File: config.mk
export PLATFORM = sky130hd
export DESIGN_NAME = arc_core
export DESIGN_NICKNAME = d
export VERILOG_FILES = /design/src/arc_format.v /design/src/arc_core.v
export VERILOG_INCLUDE_DIRS = /design/src
export SDC_FILE = /design/constraint.sdc
export NUM_CORES = 1
export LEC_CHECK = 0
export ABC_AREA = 1
export BUFFER_PORTS_ARGS = -buffer_cell sky130_fd_sc_hd__buf_2
export CAP_MARGIN = 25
export CORE_AREA = 3 3 57 59
export DETAILED_ROUTE_END_ITERATION = 12
export DIE_AREA = 0 0 60 62
export PLACE_DENSITY = 0.76
export SLEW_MARGIN = 20
export SYNTH_ARGS = -nofsm -noshare
export SYNTH_HDL_FRONTEND = slang
export SYNTH_SLANG_ARGS = --single-unit
File: constraint.sdc
create_clock -name sys_clk -period 1.95 [get_ports sys_clk]
set_input_delay 0.39 -clock sys_clk [delete_from_list [all_inputs] [get_ports sys_clk]]
set_output_delay 0.39 -clock sys_clk [all_outputs]
set_load 0.05 [all_outputs]
File: src/arc_defines.vh
// constants for the converter result coding block
`ifndef ARC_DEFINES_VH
`define ARC_DEFINES_VH
// ----------------------------------------
// channel numbers on the multiplexer
// ----------------------------------------
`define ARC_NUM_CH        9
`define ARC_CH_W          4
`define ARC_CH_UNCOMMITTED_INPUT_ZERO  4'h0
`define ARC_CH_UNCOMMITTED_INPUT_ONE   4'h1
`define ARC_CH_UNCOMMITTED_INPUT_TWO   4'h2
`define ARC_CH_UNCOMMITTED_INPUT_THREE 4'h3
`define ARC_CH_ISNS1      4'h4
`define ARC_CH_ISNS2      4'h5
`define ARC_CH_TEMP_LOC   4'h6
`define ARC_CH_TEMP_R1    4'h7
`define ARC_CH_TEMP_R2    4'h8
// ----------------------------------------
// result coding
// ----------------------------------------
`define ARC_RES_W         12
`define ARC_CODES         4096
`define ARC_LSB_SHIFT_W   3
// lsb weight as multiple of vref/4096
`define ARC_WT_1X         3'h1
`define ARC_WT_2X         3'h2
`define ARC_WT_4X         3'h4
// current sense amplifier gain, tenths
`define ARC_ISNS_GAIN_X10 8'h7d
`define ARC_RES_RST       12'h000
`define ARC_CH_RST        4'h0
`endif

File: src/arc_format.v
// per-channel code formatter: raw sar code to result coding
module arc_format
#(
  parameter RES_W = 12
)
(
  input  wire [RES_W-1:0] raw_code,
  input  wire             twos_mode,
  output wire [RES_W-1:0] fmt_code
);
  // ----------------------------------------
  // offset binary to twos complement
  // ----------------------------------------
  // flipping msb maps midscale to zero, 0x7ff top, 0x800 bottom
  assign fmt_code = twos_mode ? {~raw_code[RES_W-1], raw_code[RES_W-2:0]} : raw_code;
endmodule

File: src/arc_core.v
// result coding and channel configuration for the 12-bit converter
`include "arc_defines.vh"
// How it works
// - nine channels selected by one mux into the single converter
// - internal reference disable steers the external reference select output
// - single-ended step weight is 1x vref/4096 low range, 2x doubled
// - differential step weight is 2x vref/4096 low range, 4x doubled
// - single-ended uncommitted inputs output straight binary 0x000..0xfff
// - differential pairs output twos complement 0x800..0x7ff
// - current sense results twos complement, zero input gives zero code
// - temperature results twos complement, quarter degree per step
// - pseudo differential pairs fixed: inputs zero/one and two/three
// - pseudo differential results stored twos complement like differential
module arc_core
#(
  parameter NUM_CH = `ARC_NUM_CH,
  parameter RES_W  = `ARC_RES_W
)
(
  input  wire              sys_clk,
  input  wire              rst_n,
  input  wire [3:0]        ch_select,
  input  wire              conv_start,
  input  wire              conv_done,
  input  wire [RES_W-1:0]  raw_code,
  input  wire              pair01_diff,
  input  wire              pair23_diff,
  input  wire              range_double,
  input  wire              int_ref_off,
  output reg  [3:0]        mux_channel,
  output wire              ext_ref_sel,
  output reg  [RES_W-1:0]  result,
  output reg  [3:0]        result_channel,
  output reg               result_twos,
  output reg  [2:0]        lsb_weight,
  output reg               result_valid,
  output wire              busy
);
  // ----------------------------------------
  // state machine
  // ----------------------------------------
  localparam ST_IDLE = 2'b01;
  localparam ST_CONV = 2'b10;

  reg  [1:0]       state;
  reg  [1:0]       next_state;
  reg              lat_twos;
  reg              lat_diff;
  reg              lat_range;
  wire [RES_W-1:0] fmt_code;
  reg  [3:0]       next_mux_channel;
  reg              next_lat_twos;
  reg              next_lat_diff;
  reg              next_lat_range;
  reg  [RES_W-1:0] next_result;
  reg  [3:0]       next_result_channel;
  reg              next_result_twos;
  reg  [2:0]       next_lsb_weight;
  wire             take_start;
  wire             finish;

  // differential setting for an uncommitted channel, pairs fixed
  function chan_diff;
    input [3:0] ch;
    input       d01;
    input       d23;
    begin
      if (ch == `ARC_CH_UNCOMMITTED_INPUT_ZERO || ch == `ARC_CH_UNCOMMITTED_INPUT_ONE)
        chan_diff = d01;
      else if (ch == `ARC_CH_UNCOMMITTED_INPUT_TWO || ch == `ARC_CH_UNCOMMITTED_INPUT_THREE)
        chan_diff = d23;
      else
        chan_diff = 1'b0;
    end
  endfunction

  // twos complement for bipolar channels or differential pairs
  function chan_twos;
    input [3:0] ch;
    input       d01;
    input       d23;
    begin
      if (ch >= `ARC_CH_ISNS1 && ch <= `ARC_CH_TEMP_R2)
        chan_twos = 1'b1;
      else
        chan_twos = chan_diff(ch, d01, d23);
    end
  endfunction

  // step weight in units of vref/4096: doubled range and differential each double it
  function [2:0] step_weight;
    input diff;
    input dbl;
    begin
      case ({diff, dbl})
        2'b00:   step_weight = `ARC_WT_1X;
        2'b01:   step_weight = `ARC_WT_2X;
        2'b10:   step_weight = `ARC_WT_2X;
        2'b11:   step_weight = `ARC_WT_4X;
        default: step_weight = `ARC_WT_1X;
      endcase
    end
  endfunction

  // reference select follows the disable bit
  assign ext_ref_sel = int_ref_off;
  assign busy        = state[1];

  // ----------------------------------------
  // next state
  // ----------------------------------------
  always @*
  begin
    next_state = state;
    case (state)
      ST_IDLE:
      begin
        if (conv_start && ch_select < NUM_CH)
          next_state = ST_CONV;
      end
      ST_CONV:
      begin
        if (conv_done)
          next_state = ST_IDLE;
      end
      default:
        next_state = ST_IDLE;
    endcase
  end

  // ----------------------------------------
  // start and finish strobes
  // ----------------------------------------
  // a start is taken only from idle with a channel that exists
  assign take_start = (state == ST_IDLE) && (next_state == ST_CONV);
  // done outside a conversion is ignored
  assign finish     = (state == ST_CONV) && conv_done;

  // ----------------------------------------
  // next values of the latched settings
  // ----------------------------------------
  // mode sampled once at start so later changes cannot skew the result
  always @*
  begin
    next_mux_channel = mux_channel;
    next_lat_twos    = lat_twos;
    next_lat_diff    = lat_diff;
    next_lat_range   = lat_range;
    if (take_start)
    begin
      next_mux_channel = ch_select;
      next_lat_twos    = chan_twos(ch_select, pair01_diff, pair23_diff);
      next_lat_diff    = chan_diff(ch_select, pair01_diff, pair23_diff);
      next_lat_range   = range_double;
    end
  end

  // ----------------------------------------
  // next values of the result fields
  // ----------------------------------------
  // result fields hold until the next finished conversion
  always @*
  begin
    next_result         = result;
    next_result_channel = result_channel;
    next_result_twos    = result_twos;
    next_lsb_weight     = lsb_weight;
    if (finish)
    begin
      next_result         = fmt_code;
      next_result_channel = mux_channel;
      next_result_twos    = lat_twos;
      next_lsb_weight     = step_weight(lat_diff, lat_range);
    end
  end

  // ----------------------------------------
  // state register
  // ----------------------------------------
  always @(posedge sys_clk or negedge rst_n)
  begin
    if (!rst_n)
      state <= ST_IDLE;
    else
      state <= next_state;
  end

  // ----------------------------------------
  // latched settings
  // ----------------------------------------
  always @(posedge sys_clk or negedge rst_n)
  begin
    if (!rst_n)
    begin
      mux_channel <= `ARC_CH_RST;
      lat_twos    <= 1'b0;
      lat_diff    <= 1'b0;
      lat_range   <= 1'b0;
    end
    else
    begin
      mux_channel <= next_mux_channel;
      lat_twos    <= next_lat_twos;
      lat_diff    <= next_lat_diff;
      lat_range   <= next_lat_range;
    end
  end

  // ----------------------------------------
  // result registers
  // ----------------------------------------
  // valid is a one-cycle strobe on each finished conversion
  always @(posedge sys_clk or negedge rst_n)
  begin
    if (!rst_n)
    begin
      result         <= `ARC_RES_RST;
      result_channel <= `ARC_CH_RST;
      result_twos    <= 1'b0;
      lsb_weight     <= `ARC_WT_1X;
      result_valid   <= 1'b0;
    end
    else
    begin
      result         <= next_result;
      result_channel <= next_result_channel;
      result_twos    <= next_result_twos;
      lsb_weight     <= next_lsb_weight;
      result_valid   <= finish;
    end
  end

  // formatter applies the latched coding
  arc_format #(.RES_W(RES_W)) arc_format_inst
  (
    .raw_code  (raw_code),
    .twos_mode (lat_twos),
    .fmt_code  (fmt_code)
  );
endmodule

After elaboration in Yosys (flattened, before gate mapping). Index checks and enable logic that the tools add are counted.

Register bits after elaboration: 30. Input port bits: 24. Output and inout port bits: 27. Word-level logic and storage cells: 40.

Order comparisons: 3. Equal/unequal tests: 9. Muxes and demuxes: 8. Bitwise logic cells: 1. Reduce and logical (&&, ||, !) cells: 9.

Operators by type and width (count): two-way mux 12 bit (1); case mux 3 bit (3 select lines) (1); == test 2 bit (second input constant) (4); == test 4 x 2 -> 1 bit (second input constant) (2); == test 2 x 1 -> 1 bit (second input constant) (2); == test 4 x 1 -> 1 bit (second input constant) (1); greater-or-equal comparator 4 x 3 -> 1 bit (second input constant) (1); <= comparator 4 bit (second input constant) (1); logical AND 1 bit (4); logical NOT 4 bit (1); less-than comparator 4 bit (second input constant) (1); two-way mux 2 bit (2); case mux 2 bit (2 select lines) (1); two-way mux 1 bit (3); logical NOT 2 bit (1); logical OR 1 bit (2); OR reduction 2 bit (1); NOT 1 bit (1).

Logic depth before layout (Yosys ltp). Gate-level depths: netlist (run 1).

Word-level depth: 6. Mapped depth: 10. Mapped depth without buffers: 10.

Hierarchy. From an unflattened synthesis (run 1), not the netlist that was laid out.

Cells, all modules: 166. Area, all modules: 1407.6 sq um.

Modules (own cells, without submodules): arc_core (times used 1, cells an instance 150, area an instance 1306.3 sq um, seq. area each 753.2 sq um); arc_format (times used 1, cells an instance 16, area an instance 101.3 sq um, seq. area each 0.0 sq um).

Worst setup path after synthesis (run 1). No wires, ideal clock.

Path kind: flip-flop to flip-flop. Start: register state[1]. End: register mux_channel[0]. Library setup time: 0.066 ns. Arrival time: 1.605 ns. Required time: 1.884 ns. Path slack: 0.278 ns. Stages on the path, launching flop included: 7. Buffers on the path: 0. Clock period less this slack: 1.672 ns. Cell sequence: dfrtp_1 -> inv_1 -> ha_1 -> clkinv_1 -> nand3_4 -> nand2_1 -> nand2_1.

Word-level cells in the longest chain between the ends: 4. Elaborated cells on any way between the ends: 7. Those cells by class: 3 x eq/ne; 3 x mux; 1 x reduce/logical.

RTL lines: start, declared (line arc_core.v:45) `reg [1:0] state;`; start signal, assigned (line arc_core.v:185) `state <= next_state;`; == test 2 bit (tied with other cells) (line arc_core.v:115) `case (state)`; case mux 2 bit (2 select lines) (line arc_core.v:115); == test 2 bit (line arc_core.v:135) `assign take_start = (state == ST_IDLE) && (next_state == ST_CONV);`; logical AND 1 bit (*) (line arc_core.v:135); end signal, assigned (line arc_core.v:195) `` mux_channel <= `ARC_CH_RST; ``; end signal, assigned (line arc_core.v:202) `mux_channel <= next_mux_channel;`; end, declared (line arc_core.v:30) `output reg [3:0] mux_channel,`.

Every way passes the cells marked *; elsewhere a longest branch is shown, timed or not. A chain may end at the register's enable or synchronous reset.

Final worst setup path (run 1).
Start: register lsb_weight[0]. End: output port lsb_weight[0].

RTL lines: start, declared (line arc_core.v:35) `output reg [2:0] lsb_weight,`; start signal, assigned (line arc_core.v:220) `` lsb_weight <= `ARC_WT_1X; ``; start signal, assigned (line arc_core.v:228) `lsb_weight <= next_lsb_weight;`.

No word-level cell between the ends.

==> out/results.ini, run 1 <==
[logic_synthesis]
synth-edff-count = 0
synth_area_leaders = dfrtp_1 (53%), nand2_1 (23%), dfstp_2 (4.0%)
synth_area_um2 = 1320
synth_common_cells = nand2_1 (80), dfrtp_1 (28), inv_1 (9)
synth.top_cell.area_share_pct = 53.2
syn_nets = 179
yosysTopAreaCell = dfrtp_1
ys_seq_area_share_pct = 57.2
ys_ff_latch = 30
ys.flop_type = dfrtp_1
synth_cell_types = 18
synth_warnings = 0
synthCells = 151
async_reset_ff_share_pct = 100
yosysMostFrequentCell = nand2_1
synth.avg_cell_area_um2 = 8.72

[power_and_ir_drop]
leakagePower_nw = 0.997
irDropWorstVdd_mv = 1.14
power.density_nw_per_um2 = 1800

[outcome]
outcome = finished clean

[routing]
wl_um = 2590
ant_nets = 0
num_vias = 1108
drt_iter0_markers = 24
first_pass_iters = 4
post_drt_wl_per_cell_um = 11.1
drcViolationCount = 0
vias_per_cell = 4.74

[timing]
setup_viol = 0
fmax_ghz = 0.659
final.setup_skew_ns = 0.00676
drv_slew = 0
slew-limit-headroom_pct = 56.9
hold_violations = 0
setup_tns_ns = 0
period_share_pct = 77.8
rsz0062_at_grt = no
worst_pin_slew_ns = 0.647
holdWs_ns = 0.0774
fin_crit_ns = 1.52

[global_route]
grt_max_degree = 31
grt_pass1_vias = 985
overflow = 0
antenna_found_initial = 0
grt_pass1_wl_um = 4220
track_usage_pct = 16.0

[worst_setup_path]
worst_setup_path_end_kind = output port
worstSetupPathType = reg2out
required_ns = 1.56
slowest_stage = dfstp_2
crit_buf_inv = 1
critical_path.max_stage_delay_ns = 0.54
critical-path-top-delay-family = flip-flops
worstPathCellList = buf_2
cp-start-kind = flop
cp_max_fo = 2
worstPathArrival_ns = 1.13

[clocking]
numCtsBuffers = 5
clock_latency_ns = 0.33
ctsHoldBuffers = 0
cts_setup_buffers = 0
clockBufferDepth = 2
clkSinkCount = 30
root_buffer = clkbuf_4
post_cts_resized = 0
cts_tree = done
htreeDepth = 2
cts.clk_slew.worst_paths_ns = 0.09

[final_layout]
synthToLayoutAreaGrowth_pct = 24.6
drive_gt1_share_pct = 31.5
fillers = 277
antennaDiodeCount = 0
fin_util_pct = 59.5
nets = 230

[die]
initial_core_util_pct = 47.7
die-area_um2 = 3720
die_w_um = 60
dieHeight_um = 62
io_pins = 51
row_count = 19
core_area_um2 = 2760

[hold_path]
hold_class = in2async

[run]
cap_violations = 0

[place]
portBuffers = 48
hpwlAfterDp_um = 1940
gp_congestion = 0.782

## per-layer routing
layer | routed length, um | GRT usage (%) | part of all wire, %
met5 | 0 | 0 | 0
met4 | 55 | 9.49 | 2.1
met3 | 229 | 7.64 | 8.8
met2 | 1190 | 26.1 | 46
met1 | 1120 | 16.9 | 43
## report_power, final
group	leakage [nW]	total, mW	internal (mW)	switching [mW]
logic	0.577	1.56	0.370	1.19
registers	0.384	1.02	0.879	0.141
clock network	0.0353	0.376	0.174	0.202
total	0.997	2.96	1.42	1.53
## cells in the final DEF (no fill, tap or decap), drive strengths merged
| master | instances |
|---|---|
| a21boi | 1 |
| a21oi | 1 |
| buf | 49 |
| clkbuf | 7 |
| clkinv | 2 |
| dfrtp | 28 |
| dfstp | 2 |
| ha | 4 |
| inv | 9 |
| nand2 | 83 |
| nand3 | 1 |
| nand4 | 7 |
| nor2 | 5 |
| o21ai | 2 |
| or2 | 1 |
| xnor2 | 1 |
## path summary, 6_finish.rpt
path	start	end	slack, ns	cells after the start
max in group asynchronous	rst_n	lat_twos$_DFFE_PN0P_	1.45	1
min in group sys_clk	raw_code[0]	result[0]$_DFFE_PN0P_	0.25	3
max reg2reg	state[0]$_DFF_PN1_	result[3]$_DFFE_PN0P_	0.47	6
max	lsb_weight[0]$_DFFE_PN1P_	lsb_weight[0]	0.43	1
min reg2reg	lsb_weight[0]$_DFFE_PN1P_	lsb_weight[0]$_DFFE_PN1P_	0.47	2
min	rst_n	lsb_weight[1]$_DFFE_PN0P_	0.08	1
## flip-flops by register name (all words and copies together), names as in the netlist
signal and cells:
result_twos 1, lat_twos 1, result_channel 4, result_valid 1
mux_channel 4, state 2, result 12, lat_diff 1
lsb_weight 3, lat_range 1
## worst register-to-register path, cell delays in order, from the launching register on
cell and delay [ns]:
dfstp_2 0.54, inv_1 0.05, ha_1 0.20, nand2_1 0.11, inv_1 0.27, nand2_1 0.15, nand2_1 0.06
## kinds of logic after synthesis
group,share of synthesized area [%]
compound gates,2.57
xor+xnor,0.666
fa+ha+maj,3.80
buf+inv,4.56
flops,57.2
simple gates,31.2
## cell type report
cell class	count	area, um^2	area share, %
Clock buffer	7	55.1	3.36
Clock inverter	1	5.00	0.305
Inverter	10	37.5	2.29
Multi-Input combinational cell	106	503	30.7
Sequential cell	30	753	45.9
Tap cell	31	38.8	2.36
Timing Repair Buffer	49	248	15.1
## per-stage QoR
stage | cell area (um^2) | total power [mW] | instances | setup WS (ns)
after floorplan | 1320 | 2.25 | 151 | 0.278
after global placement | 1580 | 2.57 | 226 | 0.533
after detailed placement | 1580 | 2.61 | 226 | 0.473
after CTS | 1640 | 3.00 | 234 | 0.416
after global routing | 1640 | 3.17 | 234 | 0.360
final | 1640 | 2.96 | 234 | 0.433
Note: power is estimated with default switching activity, not from simulation.
==> run 2, diff against run 1 <==
CORE_AREA = 3 3 60 62   (was 3 3 57 59)
DIE_AREA = 0 0 63 65   (was 0 0 60 62)
PLACE_DENSITY = 0.72   (was 0.76)
clock period = 1.2 ns   (was 1.95 ns; I/O delays follow)
==> out/results.ini, run 2 (same netlist as run 1, synthesis figures left out) <==
[outcome]
outcome = finished with violations
violations = setup timing

[worst_setup_path]
required_ns = 1.41
worstPathArrival_ns = 1.61
worst_setup_path_end_kind = flop
critical_path.max_stage_delay_ns = 0.57
worstPathCellList = inv_2, ha_4, nand2_4, nand2_4, nand2_4, nand3_4, nand2_1, nand2_1
slowest_stage = dfstp_2
cp_common_cell = nand2_4
cp_max_fo = 7
worstSetupPathType = reg2reg
cp-start-kind = flop

[final_layout]
antennaDiodeCount = 0
fin_util_pct = 65.8
largest_reg_flops = 12
final_common_cell = nand2_1
reg_top3 = result x12, mux_channel x4, result_channel x4
nets = 249
drive_gt1_share_pct = 42.8
regMostFlops = result
synthToLayoutAreaGrowth_pct = 53.8
fin_cells = 266
fillers = 279
final_cell_mix = nand2_1 (75), dfrtp_1 (27), buf_4 (27)

[die]
die-area_um2 = 4100
initial_core_util_pct = 42.8
dieHeight_um = 65
row_count = 20
io_pins = 51
core_area_um2 = 3080
die_w_um = 63

[power_and_ir_drop]
leakagePower_nw = 1.13
power.density_nw_per_um2 = 2920
irDropWorstVdd_mv = 1.57

[routing]
drcViolationCount = 0
ant_nets = 0
drt_iter0_markers = 40
vias_per_cell = 4.51
num_vias = 1199
post_drt_wl_per_cell_um = 11.4
first_pass_iters = 4
wl_um = 3040

[global_route]
antenna_found_initial = 0
track_usage_pct = 16.2
grt_pass1_vias = 1198
grt_max_degree = 21
overflow = 0
grt_pass1_wl_um = 5200

[place]
portBuffers = 48
gp_congestion = 0.755
dp_slack_ns = -0.193
hpwlAfterDp_um = 2160
dp_cells = 250

[clocking]
cts_tree = done
clockBufferDepth = 2
cts.clk_slew.worst_paths_ns = 0.09
clkSinkCount = 30
clock_latency_ns = 0.32
numCtsBuffers = 5
root_buffer = clkbuf_4
htreeDepth = 2

[timing]
drv_slew = 0
hold_violations = 0
fin_crit_ns = 1.40
setup_viol = 30
slew-limit-headroom_pct = 73.4
rsz0062_at_grt = yes
fin_ws_ns = -0.199
worst_pin_slew_ns = 0.399
final.setup_skew_ns = 0.00753
fmax_ghz = 0.715
period_share_pct = 117
holdWs_ns = 0.107

[run]
cap_violations = 0

[hold_path]
hold_class = in2reg

[run 2: changes by cell type in the layout (fill, tap and decap cells not counted), moves of 3 or more]
cell / change
buf_4: +26
nand2_2: +3
buf_6: +12
inv_1: -4
buf_2: -25
nand2_1: -5
[run 2: per-stage QoR]
stage,power (mW),instance area (um^2),TNS [ns]
final,5.90,2020,-3.97
after global placement,4.53,1740,-2.41
after global routing,6.29,2020,-6.14
after detailed placement,4.57,1740,-3.03
after floorplan,3.77,1390,-1.61
after CTS,5.67,1930,-3.99
[run 2: per-layer routing]
metal,part of all wire [%],GRT usage [%],up-vias
met4,1.2,4.96,0
met5,0,0,-
met1,40,17.8,561
met2,53,29.6,28
li1,-,-,604
met3,5.3,5.03,6
[run 2: timing repair]
| action | in CTS | in global routing |
|---|---|---|
| endpoints found under the setup margin | 43 | 51 |
| buffers inserted | 3 | 4 |
| endpoints found under the hold margin | 14 | 0 |
| gates resized for setup | 25 | 31 |
| hold buffers | 1 | 0 |
| pin swaps | 11 | 2 |
[run 2: final timing paths]
path	start	to	slack (ns)	cells past startpoint
min	raw_code[7]	result[7]$_DFFE_PN0P_	0.11	3
min in group asynchronous	rst_n	result[3]$_DFFE_PN0P_	0.37	2
max reg2reg	state[0]$_DFF_PN1_	mux_channel[3]$_DFFE_PN0P_	-0.20	8
max	state[0]$_DFF_PN1_	mux_channel[3]$_DFFE_PN0P_	-0.20	8
max in group asynchronous	rst_n	result_channel[2]$_DFFE_PN0P_	0.42	3
min reg2reg	result[10]$_DFFE_PN0P_	result[10]$_DFFE_PN0P_	0.48	2
[run 2: layout make-up]
type                    count  area, um^2  share of cell area [%]
inverters                  10        46.3                    2.29
clock buffers               7        55.1                    2.72
clock inverters             1        30.0                    1.48
flip-flops and latches     30         754                    37.3
well taps                  44        55.1                    2.72
repair buffers             68         533                    26.3
multi-input cells         106         551                    27.2
[run 2: worst max-delay path: cells and delay by family, from the launching register on]
family                     cells  cell delay [ns]
buffers and inverters          1             0.06
adders and majority gates      1             0.17
DFF                            1             0.57
and+or+nand+nor                6             0.49
[run 2: power breakdown]
part | leakage, nW | switching, mW | internal (mW) | total [mW]
combinational | 0.706 | 2.09 | 1.25 | 3.34
sequential | 0.383 | 0.303 | 1.43 | 1.74
clock | 0.0455 | 0.329 | 0.497 | 0.826
total | 1.13 | 2.72 | 3.18 | 5.90
